`src/rtl/ctx_cfg.svh`:
```
// ctx_cfg: offsets, field positions, limits and counts for the can transmit block.
// assumes inclusion by bare name from every file that needs it.
`ifndef CTX_CFG_SVH
`define CTX_CFG_SVH

`define CTX_NBUF 2'h3
`define CTX_BUF_BYTES 6'h0e
`define CTX_MEM_AW 6

// timing_config_one fields
`define CTX_PRESC_LSB 0
`define CTX_JUMP_LSB 6
// timing_config_two fields
`define CTX_PROP_LSB 0
`define CTX_PH1_LSB 3
`define CTX_TRIPLE_BIT 6
`define CTX_PH2_LSB 8

// error counter limits
`define CTX_TEC_WARN 9'h060
`define CTX_TEC_PASSIVE 9'h07f
`define CTX_TEC_BUSOFF 9'h0ff
`define CTX_TEC_MAX 10'h100

// mdiv count on which the instruction clock ticks, once every four mclk cycles
`define CTX_FCY_DIV 2'h3

// reset values
`define CTX_FREE_RST 3'h7

`endif

```
`src/rtl/ctx_pkg.sv`:
```
// ctx_pkg: types shared by the can transmit block.
// assumes nothing beyond the tool supporting packed structs.
package ctx_pkg;

  typedef enum logic [2:0]
  {
    ctx_idle = 3'h1,
    ctx_settle = 3'h2,
    ctx_active = 3'h4
  } ctx_state_e;

  typedef logic [1:0] ctx_prio_t;

  typedef struct packed
  {
    logic [5:0] prescale;
    logic [1:0] jump;
    logic [2:0] prop;
    logic [2:0] ph1;
    logic [2:0] ph2;
    logic triple;
  } ctx_timing_s;

  typedef struct packed
  {
    logic ok;
    logic arb_lost;
    logic err_ack;
    logic err_form;
    logic err_bit;
  } ctx_result_s;

endpackage : ctx_pkg

```
`src/rtl/ctx_buf_mem.sv`:
```
// ctx_buf_mem: byte store for all transmit buffers, registered read port.
// assumes one writer and one reader, both on mclk.
module ctx_buf_mem
#(
  parameter int DEPTH = 42,
  parameter int AW = 6
)
(
  input wire logic mclk,
  input wire logic nrst,
  input wire logic wr_en,
  input wire logic [AW-1:0] wr_addr,
  input wire logic [7:0] wr_data,
  input wire logic [AW-1:0] rd_addr,
  output logic [7:0] rd_data
);

  logic [7:0] mem [DEPTH];

  always_ff @(posedge mclk)
  begin
    if (wr_en && (int'(wr_addr) < DEPTH))
      mem[wr_addr] <= wr_data;
  end

  always_ff @(posedge mclk or negedge nrst)
  begin
    if (!nrst)
      rd_data <= 8'h00;
    else if (int'(rd_addr) < DEPTH)
      rd_data <= mem[rd_addr];
    else
      rd_data <= 8'h00;
  end

endmodule : ctx_buf_mem

```
`src/rtl/ctx_sched.sv`:
```
// ctx_sched: can transmit scheduler, error counter and bit timing generator.
// assumes a protocol engine giving one result per started attempt, and
// synchronous inputs; mclk runs at four times the instruction clock.
`include "ctx_cfg.svh"

////////////////////////////////////////////////////////////////////////
module ctx_sched
(
  input wire logic mclk,
  input wire logic nrst,
  input wire logic buf_wr_en,
  input wire logic [1:0] buf_wr_sel,
  input wire logic [3:0] buf_wr_addr,
  input wire logic [7:0] buf_wr_data,
  input wire ctx_pkg::ctx_prio_t [`CTX_NBUF-1:0] tx_priority_level,
  input wire logic [`CTX_NBUF-1:0] req_set,
  input wire logic [`CTX_NBUF-1:0] req_clear,
  input wire logic abort_all_pending,
  input wire logic [`CTX_NBUF-1:0] free_flag_clear,
  input wire logic error_flag_clear,
  input wire logic [`CTX_NBUF-1:0] tx_interrupt_enable,
  input wire logic [15:0] timing_config_one,
  input wire logic [15:0] timing_config_two,
  input wire logic module_clock_select,
  input wire logic bus_idle,
  input wire logic can_rx,
  input wire logic [3:0] eng_rd_addr,
  input wire ctx_pkg::ctx_result_s eng_result,
  output logic eng_start,
  output logic [1:0] eng_buf,
  output logic [7:0] eng_rd_data,
  output logic [`CTX_NBUF-1:0] tx_send_request,
  output logic [`CTX_NBUF-1:0] tx_aborted_flag,
  output logic [`CTX_NBUF-1:0] tx_arbitration_lost_flag,
  output logic [`CTX_NBUF-1:0] tx_attempt_error_flag,
  output logic [`CTX_NBUF-1:0] tx_buffer_free_flag,
  output logic general_error_flag,
  output logic tx_warning_flag,
  output logic tx_error_passive_flag,
  output logic bus_off_flag,
  output logic tx_irq,
  output logic [8:0] tx_error_count,
  output logic bit_start,
  output logic sample_strobe,
  output logic sample_value
);

  ctx_pkg::ctx_timing_s tcfg;
  ctx_pkg::ctx_state_e state;
  logic [`CTX_NBUF-1:0] abort_pend;
  logic [`CTX_NBUF-1:0] avail;
  logic [`CTX_NBUF-1:0] kill;
  logic [`CTX_NBUF-1:0] fly;
  logic [`CTX_NBUF-1:0] done;
  logic go;
  logic attempt_end;
  logic [1:0] err_sum;
  logic [9:0] tsum;
  logic [8:0] next_tec;
  logic [1:0] mdiv;
  logic mod_tick;
  logic [5:0] hcnt;
  logic hph;
  logic half_tick;
  logic tq_tick;
  logic rx_prev;
  logic fall;
  logic hsync;
  logic [4:0] q;
  logic [4:0] s_at;
  logic [4:0] lend;
  logic lock;
  logic [4:0] jw;
  logic [4:0] lenj;
  logic [4:0] shrink;
  logic [4:0] nom_s;
  logic [4:0] nom_l;
  logic [1:0] hs;
  logic [9:0] tq_gap;
  logic tq_seen;
  logic [6:0] tq_cfg;

  ////////////////////////////////////////////////////////////////////////
  // helpers

  function automatic logic [1:0] pick_best(input logic [`CTX_NBUF-1:0] req,
    input ctx_pkg::ctx_prio_t [`CTX_NBUF-1:0] pr);
    logic [1:0] b;
    logic found;
    b = 2'h0;
    found = 1'b0;
    for (int i = 0; i < `CTX_NBUF; i++)
    begin
      if (req[i] && (!found || pr[i] > pr[b]))
      begin
        b = 2'(i);
        found = 1'b1;
      end
    end
    return b;
  endfunction : pick_best

  function automatic logic [4:0] seg_len(input logic [2:0] f);
    return {2'h0, f} + 5'h01;
  endfunction : seg_len

  function automatic logic maj3(input logic a, input logic b, input logic c);
    return (a & b) | (a & c) | (b & c);
  endfunction : maj3

  function automatic logic [4:0] min5(input logic [4:0] a, input logic [4:0] b);
    return (a < b) ? a : b;
  endfunction : min5

  ////////////////////////////////////////////////////////////////////////
  // buffer store

  ctx_buf_mem #(
    .DEPTH(3 * 14),
    .AW(`CTX_MEM_AW)
  ) u_mem (
    .mclk(mclk),
    .nrst(nrst),
    .wr_en(buf_wr_en),
    .wr_addr(6'(buf_wr_sel) * `CTX_BUF_BYTES + 6'(buf_wr_addr)),
    .wr_data(buf_wr_data),
    .rd_addr(6'(eng_buf) * `CTX_BUF_BYTES + 6'(eng_rd_addr)),
    .rd_data(eng_rd_data)
  );

  ////////////////////////////////////////////////////////////////////////
  // scheduler

  always_comb
  begin
    tcfg.prescale = timing_config_one[`CTX_PRESC_LSB +: 6];
    tcfg.jump = timing_config_one[`CTX_JUMP_LSB +: 2];
    tcfg.prop = timing_config_two[`CTX_PROP_LSB +: 3];
    tcfg.ph1 = timing_config_two[`CTX_PH1_LSB +: 3];
    tcfg.ph2 = timing_config_two[`CTX_PH2_LSB +: 3];
    tcfg.triple = timing_config_two[`CTX_TRIPLE_BIT];
  end

  assign attempt_end = (state == ctx_pkg::ctx_active) && (|eng_result);
  assign kill = req_clear | {`CTX_NBUF{abort_all_pending}};
  assign avail = tx_send_request & ~kill;
  assign go = (|avail) && bus_idle && !bus_off_flag;

  always_comb
  begin
    fly = '0;
    done = '0;
    for (int i = 0; i < `CTX_NBUF; i++)
    begin
      fly[i] = (state == ctx_pkg::ctx_active) && (eng_buf == 2'(i));
      done[i] = attempt_end && (eng_buf == 2'(i));
    end
  end

  always_ff @(posedge mclk or negedge nrst)
  begin
    if (!nrst)
    begin
      state <= ctx_pkg::ctx_idle;
      eng_start <= 1'b0;
      eng_buf <= 2'h0;
    end
    else
    begin
      eng_start <= 1'b0;
      case (state)
        ctx_pkg::ctx_idle:
          if (go)
            state <= ctx_pkg::ctx_settle;
        ctx_pkg::ctx_settle:
          if (go)
          begin
            state <= ctx_pkg::ctx_active;
            eng_start <= 1'b1;
            eng_buf <= pick_best(avail, tx_priority_level);
          end
          else
            state <= ctx_pkg::ctx_idle;
        ctx_pkg::ctx_active:
          if (attempt_end)
            state <= ctx_pkg::ctx_idle;
        default:
          state <= ctx_pkg::ctx_idle;
      endcase
    end
  end

  ////////////////////////////////////////////////////////////////////////
  // per buffer request and flags

  always_ff @(posedge mclk or negedge nrst)
  begin
    if (!nrst)
    begin
      tx_send_request <= '0;
      tx_aborted_flag <= '0;
      tx_arbitration_lost_flag <= '0;
      tx_attempt_error_flag <= '0;
      tx_buffer_free_flag <= `CTX_FREE_RST;
      abort_pend <= '0;
    end
    else
    begin
      for (int i = 0; i < `CTX_NBUF; i++)
      begin
        if (req_set[i])
        begin
          tx_send_request[i] <= 1'b1;
          tx_aborted_flag[i] <= 1'b0;
          tx_arbitration_lost_flag[i] <= 1'b0;
          tx_attempt_error_flag[i] <= 1'b0;
          tx_buffer_free_flag[i] <= 1'b0;
          abort_pend[i] <= 1'b0;
        end
        // in flight abort waits for result
        else if (kill[i] && fly[i] && !done[i])
          abort_pend[i] <= 1'b1;
        else if (kill[i] && !fly[i] && tx_send_request[i])
        begin
          tx_send_request[i] <= 1'b0;
          tx_aborted_flag[i] <= 1'b1;
        end
        if (free_flag_clear[i])
          tx_buffer_free_flag[i] <= 1'b0;
        if (done[i])
        begin
          if (eng_result.ok)
          begin
            tx_send_request[i] <= 1'b0;
            tx_buffer_free_flag[i] <= 1'b1;
            abort_pend[i] <= 1'b0;
          end
          else
          begin
            if (eng_result.arb_lost)
              tx_arbitration_lost_flag[i] <= 1'b1;
            if (eng_result.err_ack || eng_result.err_form || eng_result.err_bit)
              tx_attempt_error_flag[i] <= 1'b1;
            if ((abort_pend[i] || kill[i]) && !req_set[i])
            begin
              tx_send_request[i] <= 1'b0;
              tx_aborted_flag[i] <= 1'b1;
              abort_pend[i] <= 1'b0;
            end
          end
        end
      end
    end
  end

  ////////////////////////////////////////////////////////////////////////
  // error counter

  always_comb
  begin
    err_sum = 2'h0;
    if (attempt_end && !eng_result.ok)
      err_sum = 2'({1'b0, eng_result.err_ack} + {1'b0, eng_result.err_form}
        + {1'b0, eng_result.err_bit});
    tsum = {1'b0, tx_error_count} + {8'h00, err_sum};
    next_tec = (tsum > `CTX_TEC_MAX) ? 9'(`CTX_TEC_MAX) : tsum[8:0];
  end

  always_ff @(posedge mclk or negedge nrst)
  begin
    if (!nrst)
    begin
      tx_error_count <= 9'h000;
      tx_warning_flag <= 1'b0;
      tx_error_passive_flag <= 1'b0;
      bus_off_flag <= 1'b0;
      general_error_flag <= 1'b0;
    end
    else
    begin
      tx_error_count <= next_tec;
      tx_warning_flag <= next_tec > `CTX_TEC_WARN;
      tx_error_passive_flag <= next_tec > `CTX_TEC_PASSIVE;
      bus_off_flag <= next_tec > `CTX_TEC_BUSOFF;
      if ((next_tec > `CTX_TEC_WARN) && !(tx_error_count > `CTX_TEC_WARN))
        general_error_flag <= 1'b1;
      else if (error_flag_clear)
        general_error_flag <= 1'b0;
    end
  end

  always_ff @(posedge mclk or negedge nrst)
  begin
    if (!nrst)
      tx_irq <= 1'b0;
    else
      tx_irq <= (|(tx_buffer_free_flag & tx_interrupt_enable)) || general_error_flag;
  end

  ////////////////////////////////////////////////////////////////////////
  // quantum generation

  assign mod_tick = !module_clock_select || (mdiv == `CTX_FCY_DIV);
  // half quantum every prescale plus one ticks
  assign half_tick = mod_tick && (hcnt >= tcfg.prescale) && !hsync;
  assign tq_tick = half_tick && hph;
  assign fall = rx_prev && !can_rx;
  assign hsync = fall && bus_idle;

  always_ff @(posedge mclk or negedge nrst)
  begin
    if (!nrst)
    begin
      mdiv <= 2'h0;
      hcnt <= 6'h00;
      hph <= 1'b0;
      rx_prev <= 1'b1;
    end
    else
    begin
      mdiv <= mdiv + 2'h1;
      rx_prev <= can_rx;
      if (hsync)
      begin
        hcnt <= 6'h00;
        hph <= 1'b0;
      end
      else if (mod_tick)
      begin
        // a lowered prescale ends the half quantum at once, no wrap
        if (hcnt >= tcfg.prescale)
        begin
          hcnt <= 6'h00;
          hph <= !hph;
        end
        else
          hcnt <= hcnt + 6'h01;
      end
    end
  end

  ////////////////////////////////////////////////////////////////////////
  // bit segments and synchronisation

  always_comb
  begin
    nom_s = 5'h01 + seg_len(tcfg.prop) + seg_len(tcfg.ph1);
    nom_l = nom_s + seg_len(tcfg.ph2);
    jw = {3'h0, tcfg.jump} + 5'h01;
    lenj = min5(q, jw);
    shrink = min5(lend - q, jw);
  end

  always_ff @(posedge mclk or negedge nrst)
  begin
    if (!nrst)
    begin
      q <= 5'h00;
      s_at <= 5'h00;
      lend <= 5'h00;
      lock <= 1'b0;
      bit_start <= 1'b0;
    end
    else
    begin
      bit_start <= 1'b0;
      // restart in sync segment, no resync
      if (hsync)
      begin
        q <= 5'h00;
        s_at <= nom_s;
        lend <= nom_l;
        lock <= 1'b1;
        bit_start <= 1'b1;
      end
      else
      begin
        if (fall && !lock && (q != 5'h00))
        begin
          lock <= 1'b1;
          if (q < s_at)
          begin
            s_at <= s_at + lenj;
            lend <= lend + lenj;
          end
          else
            lend <= lend - shrink;
        end
        if (tq_tick)
        begin
          if ((q + 5'h01) >= lend)
          begin
            q <= 5'h00;
            s_at <= nom_s;
            lend <= nom_l;
            lock <= 1'b0;
            bit_start <= 1'b1;
          end
          else
            q <= q + 5'h01;
        end
      end
    end
  end

  ////////////////////////////////////////////////////////////////////////
  // sampling

  always_ff @(posedge mclk or negedge nrst)
  begin
    if (!nrst)
    begin
      hs <= 2'h3;
      sample_strobe <= 1'b0;
      sample_value <= 1'b1;
    end
    else
    begin
      sample_strobe <= 1'b0;
      if (half_tick)
        hs <= {hs[0], can_rx};
      // end of phase one, optional majority
      if (tq_tick && ((q + 5'h01) == s_at))
      begin
        sample_strobe <= 1'b1;
        sample_value <= tcfg.triple ? maj3(hs[1], hs[0], can_rx) : can_rx;
      end
    end
  end

  ////////////////////////////////////////////////////////////////////////
  // checks

  // config change between ticks voids the next period check
  always_ff @(posedge mclk or negedge nrst)
  begin
    if (!nrst)
    begin
      tq_gap <= 10'h000;
      tq_seen <= 1'b0;
      tq_cfg <= 7'h00;
    end
    else
    begin
      tq_cfg <= {module_clock_select, tcfg.prescale};
      if (hsync || tq_tick)
      begin
        tq_gap <= 10'h000;
        tq_seen <= tq_tick;
      end
      else
      begin
        tq_gap <= tq_gap + 10'h001;
        if (tq_cfg != {module_clock_select, tcfg.prescale})
          tq_seen <= 1'b0;
      end
    end
  end

  AST_REQ_CLEARS: assert property (@(posedge mclk) disable iff (!nrst)
    req_set[0] && !fly[0] |=> tx_send_request[0] && !tx_aborted_flag[0]
      && !tx_arbitration_lost_flag[0] && !tx_attempt_error_flag[0])
    else $error("request set did not enqueue cleanly");

  AST_START: assert property (@(posedge mclk) disable iff (!nrst)
    (state == ctx_pkg::ctx_settle) && go |=> eng_start && tx_send_request[eng_buf])
    else $error("settled start missing");

  AST_OK: assert property (@(posedge mclk) disable iff (!nrst)
    attempt_end && eng_result.ok |=> !tx_send_request[$past(eng_buf)]
      && tx_buffer_free_flag[$past(eng_buf)])
    else $error("success did not free buffer");

  AST_ARB: assert property (@(posedge mclk) disable iff (!nrst)
    attempt_end && !eng_result.ok && eng_result.arb_lost
      |=> tx_arbitration_lost_flag[$past(eng_buf)] && !tx_buffer_free_flag[$past(eng_buf)])
    else $error("arbitration loss mishandled");

  AST_ABORT: assert property (@(posedge mclk) disable iff (!nrst)
    kill[1] && !fly[1] && tx_send_request[1] && !req_set[1]
      |=> !tx_send_request[1] && tx_aborted_flag[1])
    else $error("abort not processed");

  AST_TEC_INC: assert property (@(posedge mclk) disable iff (!nrst)
    attempt_end && !eng_result.ok && eng_result.err_bit && !eng_result.err_ack
      && !eng_result.err_form && (tx_error_count < 9'h100)
      |=> tx_error_count == $past(tx_error_count) + 9'h001)
    else $error("error count not incremented");

  AST_WARN: assert property (@(posedge mclk) disable iff (!nrst)
    $rose(tx_warning_flag) |-> general_error_flag ##1 tx_irq)
    else $error("warning without general error interrupt");

  AST_PASSIVE: assert property (@(posedge mclk) disable iff (!nrst)
    tx_error_passive_flag == (tx_error_count > 9'h07f))
    else $error("error passive flag wrong");

  AST_BUSOFF: assert property (@(posedge mclk) disable iff (!nrst)
    (tx_error_count > 9'h0ff) |-> bus_off_flag ##1 !eng_start)
    else $error("bus off not entered");

  AST_TQ: assert property (@(posedge mclk) disable iff (!nrst)
    tq_tick && tq_seen && $stable(tcfg.prescale) && $stable(module_clock_select)
      |-> tq_gap == 10'((int'(tcfg.prescale) + 1) * 2 * (module_clock_select ? 4 : 1) - 1))
    else $error("quantum period wrong");

  AST_SAMPLE: assert property (@(posedge mclk) disable iff (!nrst)
    sample_strobe |-> sample_value == ($past(tcfg.triple)
      ? maj3($past(hs[1]), $past(hs[0]), $past(can_rx)) : $past(can_rx)))
    else $error("sample value wrong");

endmodule : ctx_sched

```
`config.mk`:
```
export PLATFORM = sky130hd
export DESIGN_NAME = ctx_sched
export DESIGN_NICKNAME = d
export VERILOG_FILES = /design/src/rtl/ctx_pkg.sv /design/src/rtl/ctx_buf_mem.sv /design/src/rtl/ctx_sched.sv
export VERILOG_INCLUDE_DIRS = /design/src /design/src/rtl
export SDC_FILE = /design/constraint.sdc
export NUM_CORES = 1
export LEC_CHECK = 0
export ABC_AREA = 1
export BUFFER_PORTS_ARGS = -buffer_cell sky130_fd_sc_hd__buf_2
export CAP_MARGIN = 0
export CORE_AREA = 3 3 268 204
export CTS_BUF_LIST = sky130_fd_sc_hd__clkbuf_2 sky130_fd_sc_hd__clkbuf_4 sky130_fd_sc_hd__clkbuf_8
export DETAILED_ROUTE_END_ITERATION = 10
export DIE_AREA = 0 0 271 207
export SYNTH_ARGS = -nofsm -noshare
export SYNTH_HDL_FRONTEND = slang
export SYNTH_SLANG_ARGS = --single-unit
```
`constraint.sdc`:
```
create_clock -name mclk -period 5 [get_ports mclk]
set_clock_uncertainty 0.15 [all_clocks]
set_input_delay 0.25 -clock mclk [delete_from_list [all_inputs] [get_ports mclk]]
set_output_delay 0.25 -clock mclk [all_outputs]
set_load 0.005 [all_outputs]
```
==> summary.txt <==
Status
  • Outcome: complete, no violations

Critical path
  • FF-to-FF setup slack: between 1000 and 1500 ps
  • Worst flop-to-flop path endpoint: lend[4]
  • Critical Path Fanout Max: 6
  • Cells on worst reg2reg path: 21
  • FF-to-FF Start: q[0]
  • Worst path arrival time: slightly above 4000 ps
  • CP cell instances: ha_1 > inv_1 > fa_1 > ha_1 > a21boi_0 > o21ai_0 > nand4_1 > nand2_1 > o211ai_1 > o21ai_0 > inv_1 > ha_1 > fa_1 > inv_1 > a31oi_1 > inv_1 > nand2_1 > nand3_1 > nand2_1 > nand3_1 > o21ai_1
  • CP Capture Type: register
  • Largest stage delay, worst path: 450 ps
  • Cell family with most CP delay: adder cells
  • Setup crit start kind: register
  • Required time worst endpoint: roughly 5300 ps
  • CP Buf/Inv Count: 4
  • Kind of critical path: reg2reg
  • Slowest cell on the critical path: fa_1
  • Most frequent CP cell: inv_1

Floorplanning
  • Die W: 271 um
  • Core box area: about 53000 um^2
  • Initial Util: 36.7%
  • Die H: a little over 200 um
  • I/O Pins: 124
  • Die area: around 56000 um^2
  • Site Rows: between 70 and 80

GRT
  • Initial antenna violation count: 1
  • Largest net degree at the start of global routing: slightly below 90
  • GR Util All Layers: roughly 18%
  • Busiest grt layer: met2
  • Grt met1 use: around 25%
  • Met2 usage: about a quarter
  • First-pass GRT wire length: 77000 um
  • Grt ovf: 0
  • Met3 GRT Util: 3.71%
  • Number of global-route vias before repair: between 10000 and 15000

STA
  • Worst slew margin: between 30 and 40%
  • Period utilization: 76.3%
  • RSZ-0062 raised after global routing: no
  • Min Clock Period, post-route: 3810 ps
  • Slew at the pin closest to its max-slew limit: 987 ps
  • Final setup viols: 0
  • Fmax: 0.262 GHz
  • Slew Limit Fails: 0
  • TNS Setup: 0 ps
  • Final Hold Fails: 0

Yosys
  • Largest cells by area after synthesis: edfxtp_1 (52%), dfrtp_1 (8.9%), nand2_1 (6.9%)
  • Asr flop ratio synth: 18.6%
  • Post-synth top area cell: edfxtp_1
  • Ys flop type: edfxtp_1
  • Synth Register Bits: slightly above 400
  • Synth top area share: 52.3%
  • Seq/Total Area, Yosys: 62.3%
  • Mapped Avg Cell Area: 10.9 um^2
  • Post-synth EDFFs: around 340
  • Mapped cell area: just under 20000 um^2
  • Synthesis Warnings: 0
  • Cell count after synthesis: between 1500 and 2000
  • Count of different cell masters after synthesis: 61
  • Synth top cells by count: nand2_1 (353), edfxtp_1 (336), nor2_1 (190)
  • Synth Net Count: between 1500 and 2000
  • Most frequent cell after synthesis: nand2_1

CTS
  • Post-CTS sizing: 0
  • CTS root buffer: clkbuf_8
  • Setup bufs post-CTS: 0
  • CTS Sinks: 413
  • Clk buf depth: 3
  • H-tree Lvls: 3
  • CTS clk-pin slew, worst paths: approximately 60 ps
  • CTS tree: yes
  • Later-pin clock latency in the skew report: ~600 ps
  • Hold Buf Count CTS: 36
  • TritonCTS Buffers: 66

Min path
  • HP Class: in2reg
  • Hold Startpoint: timing_config_two[5]
  • Worst Hold Path Cells: 4
  • Hold endpoint: s_at[3]

Placed design
  • Port Buffers: around 110
  • DP Area: just over 20000 um^2
  • Dpl hpwl: approximately 31000 um
  • Gp weighted congestion: about 0.87

Power
  • VDD IR max: 0.306 mV
  • Pleak: between 0.008 and 0.009 uW
  • PwrDens: ~490 nW/um^2

Drt
  • Vias post-DR: 13705
  • Drt first pass iters: 6
  • WL/cell: about 18 um
  • Total Routed Length: 49500 um
  • DRT iter0 DRCs: 1301
  • Vias per cell: ~5
  • Residual DRC count: 0
  • Antenna-violating nets left: 0

Final layout
  • Layout cells sized above 1: 15.0%
  • Post-layout instance area: roughly 22000 um^2
  • Layout Nets: ~2100
  • Fillers: about 5000
  • Layout area overhead: 14.5%

Run
  • Max-Cap Viols: 0
routing by layer:
layer	part of all wire, %	vias up	wire length, um
met4	2.4	0	1160
met1	46	6661	22800
met2	45	452	22200
met5	0	-	0
met3	6.8	81	3340
li1	-	6511	-
cells by family after synthesis:
kind of cell,share of synthesized area (%)
flip-flops,62.3
adder cells (fa/ha/maj),5.21
XOR/XNOR,1.47
AO/OA/AOI/OAI,9.94
other,0.0194
AND/OR/NAND/NOR,16.1
buffers and inverters,4.94
through the flow:
| step | power (uW) | std cells | utilization [%] | worst slack, ps | hold WS, ps |
|---|---|---|---|---|---|
| 2_1_floorplan | 6640 | 1776 | - | 1600 | -196 |
| 3_3_place_gp | 8030 | 2540 | 39.0 | 1130 | 237 |
| 3_5_place_dp | 8090 | 2540 | 39.0 | 1150 | 242 |
| 4_1_cts | 11000 | 2691 | 42.1 | 1220 | 8.05 |
| 5_1_grt | 11500 | 2692 | 42.1 | 896 | 52.7 |
| 6_report | 10900 | 2692 | 42.1 | 1190 | 43.8 |
layout by cell type, fill, tap and decap left out, types with 5 or more instances in the layout:
| cell | netlist | layout |
|---|---|---|
| nand2_1 | 353 | 353 |
| edfxtp_1 | 336 | 336 |
| nor2_1 | 190 | 190 |
| inv_1 | 137 | 137 |
| buf_2 | 35 | 107 |
| a21oi_1 | 105 | 105 |
| nand3_1 | 103 | 103 |
| o21ai_0 | 101 | 101 |
| clkbuf_8 | 0 | 71 |
| dfrtp_1 | 69 | 69 |
| ha_1 | 66 | 65 |
| dlygate4sd3_1 | 0 | 36 |
| nand4_1 | 23 | 23 |
| clkbuf_4 | 0 | 21 |
| o21ai_1 | 20 | 20 |
| o221ai_1 | 18 | 18 |
| inv_2 | 16 | 15 |
| xor2_1 | 14 | 14 |
| nand2_4 | 12 | 12 |
| o22ai_1 | 12 | 12 |
| clkinv_1 | 1 | 10 |
| a32o_1 | 10 | 10 |
| buf_4 | 15 | 10 |
| xnor2_1 | 9 | 9 |
| a22o_1 | 9 | 9 |
| fa_1 | 9 | 9 |
| a22oi_1 | 8 | 8 |
| clkinv_2 | 0 | 8 |
| dfstp_2 | 8 | 8 |
| nor3_1 | 7 | 7 |
| o311ai_1 | 7 | 7 |
| o211ai_1 | 7 | 7 |
| nand2_2 | 5 | 5 |
registers in the layout, summed over array words and instances, names as in the netlist, 2 cells and up:
| name | count |
|---|---|
| tx_buffer_free_flag | 3 |
| mdiv | 2 |
| tx_error_count | 9 |
| u_mem.rd_data | 8 |
| abort_pend | 3 |
| tx_send_request | 3 |
| hcnt | 6 |
| u_mem.mem | 336 |
| eng_buf | 2 |
| lend | 5 |
| tx_aborted_flag | 3 |
| s_at | 5 |
| q | 5 |
| tx_attempt_error_flag | 3 |
| state | 3 |
| hs | 2 |
| tx_arbitration_lost_flag | 3 |
worst min-delay path, cell delays in order:
cell and delay (ps):
buf_2 80, ha_1 190, xnor2_1 110, o21ai_1 130
worst max-delay path by stage:
stage / startpoint / to / slack (ps) / cells after the start
6_report: q[0] / lend[4] / 1190 / 21
5_1_grt: q[0] / lend[4] / 900 / 21
4_1_cts: q[0] / lend[4] / 1220 / 21
3_3_place_gp: timing_config_one[6] / lend[4] / 1130 / 22
3_5_place_dp: timing_config_one[6] / lend[4] / 1150 / 22
2_1_floorplan: timing_config_one[6] / lend[4] / 1600 / 21
report_power, final:
group	internal (uW)	switching [uW]	total, uW
logic	1260	2790	4050
clock network	1480	1330	2810
registers	3910	123	4040
total	6650	4250	10900
final cells by class:
type	count	area (um^2)	share of cell area, %
Multi-Input combinational cell	1141	6320	28.6
Tap cell	712	891	4.03
Inverter	155	589	2.67
Clock buffer	92	1130	5.13
Antenna cell	1	2.50	0.0113
Sequential cell	413	12000	54.4
Clock inverter	23	126	0.572
Timing Repair Buffer	155	1010	4.57
(Power assumes the default switching activity.)
